**src/verilog/gpc_cfg.svh**
```systemverilog
// Purpose: Register offsets and reset values of the port pin block.
// Assumes: 4-bit register address, 8-bit register data.
// Notes: Definitions only.
`ifndef GPC_CFG_SVH
`define GPC_CFG_SVH

// ============================================================
// Register offsets
`define GPC_OFS_D_PINS 4'h0
`define GPC_OFS_D_LAT 4'h1
`define GPC_OFS_D_DIR 4'h2
`define GPC_OFS_D_ANS 4'h3
`define GPC_OFS_E_PINS 4'h4
`define GPC_OFS_E_LAT 4'h5
`define GPC_OFS_E_DIR 4'h6
`define GPC_OFS_E_ANS 4'h7
`define GPC_OFS_SLEW 4'h8

// ============================================================
// Field positions
`define GPC_E_CLR_BIT 3

// ============================================================
// Reset values
`define GPC_RST_D_LAT 2'h0
`define GPC_RST_D_DIR 2'h3
`define GPC_RST_D_ANS 2'h3
`define GPC_RST_E_LAT 3'h0
`define GPC_RST_E_DIR 3'h7
`define GPC_RST_E_ANS 3'h7
`define GPC_RST_SLEW 5'h1F

`endif

```
**src/verilog/gpc_pkg.sv**
```systemverilog
// Purpose: Types shared by the port pin block.
// Assumes: Nothing beyond SystemVerilog.
// Notes: Offsets and values live in gpc_cfg.svh.
package gpc_pkg;

    // ============================================================
    // Types
    typedef logic [7:0] gpc_byte_type;

    // Which source drives an upper port D pin.
    typedef enum {
        GPC_SRC_SERIAL,
        GPC_SRC_PWM,
        GPC_SRC_LATCH,
        GPC_SRC_NONE
    } gpc_src_type;

endpackage : gpc_pkg

```
**src/verilog/gpc_port.sv**
```systemverilog
// Purpose: Port D pins 7:6 and port E pins 3:0 with their registers.
// Assumes: One 100 MHz clock, synchronous active-low reset.
// Notes: Pin outputs and read data are registered, one cycle behind.
// Notes on behaviour
// - Port E is four bits; pins 2:0 each have own direction.
// - Direction 1 turns driver off unless serial owns the pin; 0 drives the latch bit unless PWM or serial owns it.
// - An analog-selected pin reads as 0 in the pin register.
// - The latch register reads back latch contents, not pin levels.
// - After reset port E pins 2:0 are analog inputs.
// - Port E pin 3 is input only; clear enable picks clear function.
// - After reset pin 3 reads digitally only with clear disabled.
// - Pin 6 drives its latch with direction 0 when no PWM or serial owns it, even when analog.
// - Digital input off while analog; on with direction 1, analog 0.
// - Pin 7 carries PWM output d with direction 0.
// - Pin 6 carries PWM output c with direction 0.
// - Serial unit drives its clock on pin 6 even with direction 1.
// - Serial receive data comes from pin 7 with direction 1.
// - Unimplemented register bits read as 0.
// - The highest priority output function owns the pin driver.
`include "gpc_cfg.svh"

module gpc_port
    import gpc_pkg::*;
(
    input wire logic i_clk,
    input wire logic i_nrst,
    input wire logic [3:0] i_addr,
    input wire logic [7:0] i_wdata,
    input wire logic i_wr,
    input wire logic i_rd,
    output logic [7:0] o_rdata,
    input wire logic [7:6] i_port_d_pin,
    output logic [7:6] o_port_d_pin_out,
    output logic [7:6] o_port_d_pin_oe,
    input wire logic [2:0] i_port_e_pin,
    output logic [2:0] o_port_e_pin_out,
    output logic [2:0] o_port_e_pin_oe,
    input wire logic i_port_e_pin3_input,
    input wire logic i_clear_pin_enable_cfg,
    output logic o_master_clear_req,
    input wire logic i_pwm1_output_c,
    input wire logic i_pwm1_c_en,
    input wire logic i_pwm1_output_d,
    input wire logic i_pwm1_d_en,
    input wire logic i_serial2_tx,
    input wire logic i_serial2_tx_en,
    input wire logic i_serial2_sync_clock,
    input wire logic i_serial2_clock_en,
    input wire logic i_serial2_sync_data,
    input wire logic i_serial2_data_en,
    output logic o_serial2_rx,
    output logic o_serial2_clock_in,
    output logic [4:0] o_slew_rate_control
);

    // ============================================================
    // Declarations
    logic [7:6] d_s1_q, d_s2_q;
    logic [3:0] e_s1_q, e_s2_q;
    logic cfg_s1_q, cfg_s2_q;
    logic [7:6] lat_d_q, dir_d_q, ans_d_q;
    logic [2:0] lat_e_q, dir_e_q, ans_e_q;
    logic [4:0] slew_q;
    gpc_byte_type rdata_q;
    logic [7:6] d_out_q, d_oe_q;
    logic [2:0] e_out_q, e_oe_q;
    logic clr_q, rx_q, ckin_q;

    // ============================================================
    // Pin synchronisers
    // Every pin passes two flops before any logic reads it.
    always_ff @(posedge i_clk) begin
        d_s1_q <= i_port_d_pin;
        d_s2_q <= d_s1_q;
        e_s1_q <= {i_port_e_pin3_input, i_port_e_pin};
        e_s2_q <= e_s1_q;
        cfg_s1_q <= i_clear_pin_enable_cfg;
        cfg_s2_q <= cfg_s1_q;
    end

    // ============================================================
    // Address decode
    // Writes to a pin register land in the matching latch.
    wire wr_d_lat = i_wr && (i_addr == `GPC_OFS_D_LAT ||
                             i_addr == `GPC_OFS_D_PINS);
    wire wr_d_dir = i_wr && i_addr == `GPC_OFS_D_DIR;
    wire wr_d_ans = i_wr && i_addr == `GPC_OFS_D_ANS;
    wire wr_e_lat = i_wr && (i_addr == `GPC_OFS_E_LAT ||
                             i_addr == `GPC_OFS_E_PINS);
    wire wr_e_dir = i_wr && i_addr == `GPC_OFS_E_DIR;
    wire wr_e_ans = i_wr && i_addr == `GPC_OFS_E_ANS;
    wire wr_slew = i_wr && i_addr == `GPC_OFS_SLEW;

    // ============================================================
    // Control registers
    // Port E comes up analog with drivers off.
    always_ff @(posedge i_clk) begin
        if (!i_nrst) begin
            lat_d_q <= `GPC_RST_D_LAT;
            dir_d_q <= `GPC_RST_D_DIR;
            ans_d_q <= `GPC_RST_D_ANS;
            lat_e_q <= `GPC_RST_E_LAT;
            dir_e_q <= `GPC_RST_E_DIR;
            ans_e_q <= `GPC_RST_E_ANS;
            slew_q <= `GPC_RST_SLEW;
        end else begin
            if (wr_d_lat) lat_d_q <= i_wdata[7:6];
            if (wr_d_dir) dir_d_q <= i_wdata[7:6];
            if (wr_d_ans) ans_d_q <= i_wdata[7:6];
            if (wr_e_lat) lat_e_q <= i_wdata[2:0];
            if (wr_e_dir) dir_e_q <= i_wdata[2:0];
            if (wr_e_ans) ans_e_q <= i_wdata[2:0];
            if (wr_slew) slew_q <= i_wdata[4:0];
        end
    end

    // ============================================================
    // Pin level views
    // Analog pins read 0; pin 3 reads only when clear is disabled.
    wire [7:6] d_dig = d_s2_q & ~ans_d_q;
    wire [2:0] e_dig = e_s2_q[2:0] & ~ans_e_q;
    wire e3_dig = e_s2_q[`GPC_E_CLR_BIT] & ~cfg_s2_q;

    // ============================================================
    // Read multiplexer
    // Unused bit positions and unmapped offsets return zero.
    gpc_byte_type rd_mux;
    always_comb begin
        case (i_addr)
            `GPC_OFS_D_PINS: rd_mux = {d_dig, 6'h00};
            `GPC_OFS_D_LAT: rd_mux = {lat_d_q, 6'h00};
            `GPC_OFS_D_DIR: rd_mux = {dir_d_q, 6'h00};
            `GPC_OFS_D_ANS: rd_mux = {ans_d_q, 6'h00};
            `GPC_OFS_E_PINS: rd_mux = {4'h0, e3_dig, e_dig};
            `GPC_OFS_E_LAT: rd_mux = {5'h00, lat_e_q};
            `GPC_OFS_E_DIR: rd_mux = {5'h00, dir_e_q};
            `GPC_OFS_E_ANS: rd_mux = {5'h00, ans_e_q};
            `GPC_OFS_SLEW: rd_mux = {3'h0, slew_q};
            default: rd_mux = 8'h00;
        endcase
    end

    // Read data stand only in the cycle after the read strobe.
    always_ff @(posedge i_clk) begin
        if (!i_nrst) begin
            rdata_q <= 8'h00;
        end else begin
            rdata_q <= i_rd ? rd_mux : 8'h00;
        end
    end

    // ============================================================
    // Upper port D source selection
    // Serial outputs outrank PWM, which outranks the latch.
    // Analog select never blocks an output function.
    wire [7:6] pwm_en = {i_pwm1_d_en, i_pwm1_c_en};
    wire [7:6] pwm_val = {i_pwm1_output_d, i_pwm1_output_c};
    wire [7:6] ser_en = {i_serial2_data_en,
                         i_serial2_tx_en | i_serial2_clock_en};
    wire ser6_val = i_serial2_clock_en ? i_serial2_sync_clock
                                       : i_serial2_tx;
    wire [7:6] ser_val = {i_serial2_sync_data, ser6_val};
    wire [7:6] d_out_d;
    wire [7:6] d_oe_d;

    generate
        for (genvar p = 6; p <= 7; p++) begin : g_dpin
            gpc_src_type src;
            logic out_d;
            logic oe_d;
            // Pick the owner of the pin driver.
            assign src = ser_en[p] ? GPC_SRC_SERIAL :
                         !dir_d_q[p] && pwm_en[p] ? GPC_SRC_PWM :
                         !dir_d_q[p] ? GPC_SRC_LATCH : GPC_SRC_NONE;
            always_comb begin
                case (src)
                    GPC_SRC_SERIAL: begin
                        out_d = ser_val[p];
                        oe_d = 1'b1;
                    end
                    GPC_SRC_PWM: begin
                        out_d = pwm_val[p];
                        oe_d = 1'b1;
                    end
                    GPC_SRC_LATCH: begin
                        out_d = lat_d_q[p];
                        oe_d = 1'b1;
                    end
                    default: begin
                        out_d = 1'b0;
                        oe_d = 1'b0;
                    end
                endcase
            end
            // Each bit of the next pin state has one driver of its own.
            assign d_out_d[p] = out_d;
            assign d_oe_d[p] = oe_d;
        end
    endgenerate

    // ============================================================
    // Pin drivers and peripheral inputs
    // Port E drives its latch wherever direction is 0.
    always_ff @(posedge i_clk) begin
        if (!i_nrst) begin
            d_out_q <= 2'h0;
            d_oe_q <= 2'h0;
            e_out_q <= 3'h0;
            e_oe_q <= 3'h0;
            clr_q <= 1'b0;
            rx_q <= 1'b1;
            ckin_q <= 1'b1;
        end else begin
            d_out_q <= d_out_d;
            d_oe_q <= d_oe_d;
            e_out_q <= lat_e_q & ~dir_e_q;
            e_oe_q <= ~dir_e_q;
            clr_q <= cfg_s2_q & ~e_s2_q[`GPC_E_CLR_BIT];
            rx_q <= dir_d_q[7] && !ans_d_q[7] ? d_s2_q[7] : 1'b1;
            ckin_q <= dir_d_q[6] && !ans_d_q[6] ? d_s2_q[6] : 1'b1;
        end
    end

    assign o_rdata = rdata_q;
    assign o_port_d_pin_out = d_out_q;
    assign o_port_d_pin_oe = d_oe_q;
    assign o_port_e_pin_out = e_out_q;
    assign o_port_e_pin_oe = e_oe_q;
    assign o_master_clear_req = clr_q;
    assign o_serial2_rx = rx_q;
    assign o_serial2_clock_in = ckin_q;
    assign o_slew_rate_control = slew_q;
endmodule // gpc_port

```
**config.mk**
```make
export PLATFORM = sky130hd
export DESIGN_NAME = gpc_port
export DESIGN_NICKNAME = d
export VERILOG_FILES = /design/src/verilog/gpc_pkg.sv /design/src/verilog/gpc_port.sv
export VERILOG_INCLUDE_DIRS = /design/src /design/src/verilog
export SDC_FILE = /design/constraint.sdc
export NUM_CORES = 1
export LEC_CHECK = 0
export BUFFER_PORTS_ARGS = -buffer_cell sky130_fd_sc_hd__buf_2
export CAP_MARGIN = 20
export CORE_UTILIZATION = 54
export CTS_CLUSTER_SIZE = 20
export DETAILED_ROUTE_END_ITERATION = 12
export PLACE_DENSITY = 0.81
export REMOVE_ABC_BUFFERS = 1
export SLEW_MARGIN = 0
export SYNTH_ARGS = -nofsm -noshare
export SYNTH_HDL_FRONTEND = slang
export SYNTH_SLANG_ARGS = --single-unit
```
**constraint.sdc**
```tcl
create_clock -name i_clk -period 2 [get_ports i_clk]
set_input_delay 0.4 -clock i_clk [delete_from_list [all_inputs] [get_ports i_clk]]
set_output_delay 0.4 -clock i_clk [all_outputs]
set_load 0.01 [all_outputs]
```
; Word-level counts from Yosys, hierarchy flattened
; Cells that the tools add are included.
[word_totals]
register_bits = 55
latch_bits = 0
mem_bits_rw = 0
rom_bits = 0
input_bits = 33
out_inout_bits = 26
n_memories = 0
[op_classes]
mul = 0
n_addsub = 0
shift = 0
order_cmp = 0
n_eq_ne = 12
n_div = 0
n_bitwise = 11
muxes = 12
n_reduce_logical = 25
[op_table]
columns = op, count
row1 = $pmux 8 s9, 1
row2 = $logic_not 32->1, 2
row3 = $eq 4x3->1 const B, 4
row4 = $logic_and 1x1->1, 11
row5 = $eq 4x2->1 const B, 2
row6 = $mux 2, 4
row7 = $and 3x3->3, 2
row8 = $not 3->3, 2
row9 = $pmux 1 s3, 2
row10 = $reduce_and 2->1, 3
row11 = $reduce_or 3->1, 2
row12 = $mux 1, 5
row13 = $eq 2x1->1 const B, 2
row14 = $eq 2x2->1 const B, 2
row15 = $eq 4x1->1 const B, 1
row16 = $eq 4x4->1 const B, 1
row17 = $logic_not 1->1, 4
row18 = $logic_not 4->1, 1
row19 = $and 1x1->1, 2
row20 = $and 2x2->2, 1
row21 = $logic_or 1x1->1, 2
row22 = $not 1->1, 2
row23 = $not 2->2, 1
row24 = $or 1x1->1, 1

; Longest topological paths before layout
; Gate-level depths: netlist (run 1).
[depth]
ltp_word = 7
mapped_depth = 5
ltp_nobuf = 3

; Worst setup path after synthesis (run 1)
; No wires, ideal clock.
[synth_timing]
path_kind = in2reg
from = input i_addr[2]
to = register rdata_q[2], in the netlist o_rdata[2]
path_slack_ns = 0.690
t_arrival_ns = 1.236
t_required_ns = 1.926
n_path_buf = 1
path_stages = 4
path_cell_list = buf_2 -> or3_4 -> a21o_1 -> a31oi_1
[synth_between]
elab_chain_len = 2
elab_cells_between_ends = 10
classes_between = 8 x eq/ne / 1 x mux / 1 x reduce/logical
[synth_lines]
columns = item, line
row1 = from (decl), gpc_port.sv:27  ; input wire logic [3:0] i_addr,
row2 = "$eq 4x4->1, or another cell as far along", gpc_port.sv:129  ; case (i_addr)
row3 = $pmux 8 s9 (*), gpc_port.sv:129
row4 = to (signal assigned), gpc_port.sv:148  ; rdata_q <= i_rd ? rd_mux : 8'h00;
row5 = to (decl), gpc_port.sv:64  ; gpc_byte_type rdata_q;
; Mark *: on every way between the ends. The rest lies on a longest branch, timed or not.
; A chain may end at the register's enable or synchronous reset.

; Final worst setup path (run 1)
[layout_timing]
from = input i_addr[1]
to = register dir_e_q[2]
[layout_between]
elab_chain_len = 2
[layout_lines]
columns = item, line
row1 = $eq 4x3->1, -
row2 = $logic_and 1x1->1 (no source line), -
row3 = to (signal assigned), gpc_port.sv:103  ; dir_e_q <= `GPC_RST_E_DIR;
row4 = to (signal assigned), gpc_port.sv:111  ; if (wr_e_dir) dir_e_q <= i_wdata[2:0];
row5 = to (decl), gpc_port.sv:62  ; logic [2:0] lat_e_q, dir_e_q, ans_e_q;
; Every way passes these cells.

==> metrics.txt, run 1 <==
status completed; TritonCTS clock tree done; Placement Cell Area about 2300 um2; Worst VDD drop 0.000549 V; Design Area, Final ~2400 um2; worst-path cell chain buf_2, nand4b_1, nor2_1, mux2i_1; Adder-Cell Fraction of Synth Area 0%; gpl congestion about 0.84; main combinational cell family by area after synthesis simple AND/OR/NAND/NOR gates; Synth Area in XOR/XNOR 0%; post-synthesis instance total 188; post-cts sizing count 0; wire per inst between 10 and 15 um; Post-Synth Simple-Gate Area around 22%; pwr/cell area approximately 800 nW/um2; Synth Area in Compound Gates 12.0%; share of the synthesized area in the top cell type between 50 and 60%; DP Wirelength 2740 um; CTS H-tree depth 2; largest area contributor in the netlist dfxtp_1; Setup TNS 0 ns; Leak ~1 nW; Setup crit start kind input port; diode count 0; Worst-Margin Slew roughly 0.51 ns; top post-synthesis cells by count dfxtp_1, o21ai_0, mux2i_1, nor2b_1, nand2_1; CTS Hold Bufs 0; Netlist cell types 42; fin. max-slew vios 0; Mean Syn Cell Area ~11 um2; WP buf/inv 1; CP max stage delay ~0.38 ns; Design Power 0.00187 W; fmax 752 MHz; final setup fails 0; count leader, synth dfxtp_1; period utilization 66.5%; post-route ant nets 0; PortBufs between 50 and 60; Setup CP Type in2reg; first-pass GRT wire length 6530 um; clk_lat worst skew 0.30 ns; delay-heaviest family, CP simple AND/OR/NAND/NOR gates; Storage cell area 1080 um2; RSZ-0062 raised after global routing no; Min-Delay Path Class in2reg; Slowest-stage cell, CP nor2_1; fin util a little under 70%; Yosys warning count 0; largest net degree at the start of global routing 18; Max Cap Violations 0; endpoints failing hold 0; DRT Wirelength around 3800 um; initial DRC count 90; Num CTS Buffers 5; layout filler cell count 274; Worst-path clk slew around 0.090 ns; post-DR vias/cell ~5.4; # IOs 59; share of layout cells above drive strength 1 30.6%; via total after detailed routing 1551; post-CTS setup buffer count 0; asr flop ratio synth 0%; number of remaining DRC errors 0; vias in the first global route about 1500; Placement Rows 21; Multi-input gate area around 840 um2; worst reg-to-reg path cell count 3; gr usage total roughly a fifth; synthesized cell area between 2000 and 2500 um2; Initial Utilization 58.3%; Post-synth top flop dfxtp_1; CTS Sinks 54; CP arrival between 1.5 and 2 ns; die width between 60 and 70 um; full die area around 4000 um2; initial antenna violation count 0; min Tclk post-route 1.33 ns; largest fanout on the critical path 17; Max clock buf depth 2; CTS root buffer clkbuf_8; Critical Path Sink Type flip-flop; final worst slack approximately 0.67 ns; Final #Nets ~270; mux contribution to synthesized area under 10%; sequential area share after synthesis between 50% and 60%; gr ovfl total 0; slew margin rel. 65.9%; cell depth of the worst setup path 4; ranking of synthesized cells by area dfxtp_1, mux2i_1, nor2b_1, o21ai_0, nand2_1; overall die height 63.0 um; Required @ worst endpoint 2.23 ns; Worst Clk Skew 0.00409 ns; Area growth, synth to finish 18.5%; Yosys reg bits 54; drt pass-1 iters 4; worst hold path depth 1; dpl ws 0.369 ns; EDFF count, synth 0; Core ar. between 3000 and 4000 um2
flip-flops by register name, indices dropped and copies added, names as in the netlist, 2 cells and up:
register,cells
o_rdata,7
o_slew_rate_control,5
e_s1_q,4
e_s2_q,4
ans_e_q,3
dir_e_q,3
lat_e_q,3
o_port_e_pin_oe,3
o_port_e_pin_out,3
ans_d_q,2
d_s1_q,2
d_s2_q,2
dir_d_q,2
lat_d_q,2
o_port_d_pin_oe,2
o_port_d_pin_out,2
final timing paths:
check	from	to	slack (ns)
setup reg to reg	ans_d_q[7]	o_rdata[7]	0.97
setup / recovery	i_addr[1]	dir_e_q[2]	0.67
hold reg to reg	e_s1_q[1]	e_s2_q[1]	0.33
hold / removal	i_port_e_pin3_input	e_s1_q[3]	0.19
per-layer routing:
layer | part of all wire [%] | GRT usage [%]
met3 | 6.2 | 5.84
met1 | 47 | 27.2
met5 | 0 | 0
met2 | 45 | 33.5
met4 | 1.5 | 9.30
layout make-up:
cell class / count / share of cell area, %
flip-flops and latches: 54 / 45.4
multi-input cells: 118 / 35.2
repair buffers: 58 / 12.4
clock buffers: 7 / 3.63
well taps: 46 / 2.42
inverters: 4 / 0.631
clock inverters: 1 / 0.210
worst reg2reg max path: stages (launching register included):
cell and delay, ns:
dfxtp_1 0.37, nor2_1 0.06, a221o_1 0.32, and3_1 0.18
power by group:
group          switching (W)  total, W  internal, W
logic              0.0000851  0.000156    0.0000714
registers          0.0000129   0.00112      0.00111
clock network       0.000317  0.000596     0.000279
total               0.000415   0.00187      0.00146
placed cells by master (no fill, tap or decap), types with 2 or more instances in the layout:
| cell type | instances |
|---|---|
| and2_1 | 5 |
| nand3_1 | 7 |
| dfxtp_1 | 54 |
| buf_2 | 56 |
| a22oi_1 | 3 |
| inv_1 | 4 |
| mux2i_1 | 12 |
| a21oi_1 | 2 |
| clkbuf_8 | 6 |
| nand4_1 | 5 |
| mux2_2 | 3 |
| nor3b_1 | 3 |
| and3_1 | 2 |
| nand4bb_1 | 2 |
| o311ai_0 | 4 |
| and3b_1 | 2 |
| a21o_1 | 4 |
| o21ai_0 | 15 |
| a221o_1 | 2 |
| nor2_1 | 6 |
| nand2_1 | 10 |
| buf_4 | 2 |
| a21boi_0 | 2 |
| nor2b_1 | 12 |
logic make-up (layout without fill, tap and decap cells):
kind of cell           count (synthesis)  in the layout
AND/OR/NAND/NOR                       66             66
flip-flops                            54             54
AO/OA/AOI/OAI                         36             36
multiplexers                          15             15
buffers and inverters                 16             70
other                                  1              1
stage by stage:
step,hold slack (ns),cells
finish,0.193,288
detailed placement,0.312,280
global placement,0.310,280
floorplan,0.310,176
global route,0.172,288
CTS,0.182,288
No activity file was read; power rests on OpenSTA's default activity.
==> inputs of run 2 (changes only) <==
--- a/config.mk
+++ b/config.mk
@@ -8,10 +8,10 @@
 export LEC_CHECK = 0
 export BUFFER_PORTS_ARGS = -buffer_cell sky130_fd_sc_hd__buf_2
 export CAP_MARGIN = 20
-export CORE_UTILIZATION = 54
+export CORE_UTILIZATION = 45
 export CTS_CLUSTER_SIZE = 20
 export DETAILED_ROUTE_END_ITERATION = 12
-export PLACE_DENSITY = 0.81
+export PLACE_DENSITY = 0.72
 export REMOVE_ABC_BUFFERS = 1
 export SLEW_MARGIN = 0
 export SYNTH_ARGS = -nofsm -noshare
==> constraint.sdc (replaced) <==
create_clock -name i_clk -period 1.15 [get_ports i_clk]
set_input_delay 0.23 -clock i_clk [delete_from_list [all_inputs] [get_ports i_clk]]
set_output_delay 0.23 -clock i_clk [all_outputs]
set_load 0.01 [all_outputs]
==> metrics.txt, run 2 (synthesis gave the netlist of run 1 again) <==
Initial Utilization slightly below 50%; post-cts sizing count 0; via total after detailed routing 1622; Min-Delay Path Class in2reg; endpoints failing hold 0; CTS Hold Bufs 0; overall die height around 69 um; Core ar. between 4000 and 5000 um2; CTS root buffer clkbuf_8; Non-Filler Instances 311; gpl congestion around 0.8; Worst Clk Skew roughly 0.011 ns; Area growth, synth to finish 26.7%; number of remaining DRC errors 0; capturing point of the worst reg2reg path o_rdata[6]; Setup CP Type reg2out; Setup TNS 0 ns; fmax 942 MHz; Worst VDD drop around 0.00086 V; DRT Wirelength roughly 4200 um; largest net degree at the start of global routing 17; DP Wirelength 3210 um; Max Cap Violations 0; PortBufs 56; CP max stage delay between 0.3 and 0.4 ns; Required @ worst endpoint between 0.9 and 1 ns; clk_lat worst skew 0.31 ns; share of layout cells above drive strength 1 36.0%; post-CTS setup buffer count 0; diode count 0; Worst Hold Slack between 0.015 and 0.02 ns; Placement Rows 23; initial antenna violation count 0; cell depth of the worst setup path 1; TritonCTS clock tree done; Slowest-stage cell, CP dfxtp_1; pwr/cell area around 1300 nW/um2; vias in the first global route 1411; max reg flops 7; most common cell after layout, fill and taps aside buf_2; worst reg-to-reg path cell count 3; Worst-path clk slew ~0.09 ns; Leak ~1.1 nW; die width approximately 70 um; RSZ-0062 raised after global routing no; placed cells between 300 and 400; Setup crit start kind flip-flop; worst hold path depth 1; period utilization just over 90%; post-route ant nets 0; full die area between 4000 and 5000 um2; fin util 61.4%; largest fanout on the critical path 3; gr ovfl total 0; status completed; final setup fails 0; CP arrival just over 0.8 ns; gr usage total a little under a fifth; Reg2Reg Setup Slack roughly 0.10 ns; Num CTS Buffers 5; most frequent cells in the layout buf_2, dfxtp_1, buf_4; Final #Nets approximately 290; Critical Path Sink Type output pin; worst-path cell chain buf_2; initial DRC count 92; min-delay src i_port_e_pin[2]; Design Power ~0.0033 W; Critical R2R Launch ans_d_q[6]; drt pass-1 iters 4; Max clock buf depth 2; min Tclk post-route around 1.1 ns; first-pass GRT wire length between 6000 and 7000 um; hold endpoint e_s1_q[2]; fin. max-slew vios 0; CTS H-tree depth 2; wire per inst 13.5 um; CTS Sinks 54; WP buf/inv 1; post-DR vias/cell between 5 and 6; # IOs between 50 and 60; delay-heaviest family, CP flip-flops
run 2: area by class of cell:
class / count / area (um2)
timing repair buffer: 77 / 450
fill: 370 / 1600
inverter: 4 / 15.0
multi-input combinational: 118 / 838
tap: 50 / 62.6
clock inverter: 2 / 12.5
sequential: 54 / 1080
clock buffer: 6 / 82.6
run 2: metal layers:
| metal | global-route usage (%) | share of wire (%) | up-vias |
|---|---|---|---|
| li1 | - | - | 815 |
| met1 | 25.6 | 48 | 745 |
| met2 | 28.4 | 44 | 52 |
| met3 | 4.93 | 6.4 | 10 |
| met4 | 9.18 | 1.5 | 0 |
| met5 | 0 | 0 | - |
run 2: worst max-delay path by stage:
| stage | start | endpoint |
|---|---|---|
| floorplan | i_addr[0] | o_rdata[2] |
| global placement | i_addr[1] | o_rdata[2] |
| detailed placement | i_addr[1] | o_rdata[2] |
| CTS | o_slew_rate_control[3] | o_slew_rate_control[3] |
| global route | o_slew_rate_control[1] | o_slew_rate_control[1] |
| finish | o_slew_rate_control[3] | o_slew_rate_control[3] |
run 2: power by group:
| group | internal [W] | switching [W] | leakage, nW |
|---|---|---|---|
| registers | 0.00192 | 0.0000239 | 0.443 |
| logic | 0.000165 | 0.000160 | 0.605 |
| clock network | 0.000484 | 0.000580 | 0.0472 |
run 2: metrics by stage:
stage	worst slack (ns)	instance area, um2
global route	0.0382	2540
CTS	0.0718	2540
global placement	-0.148	2450
finish	0.0880	2540
detailed placement	-0.197	2450
floorplan	0.132	1930
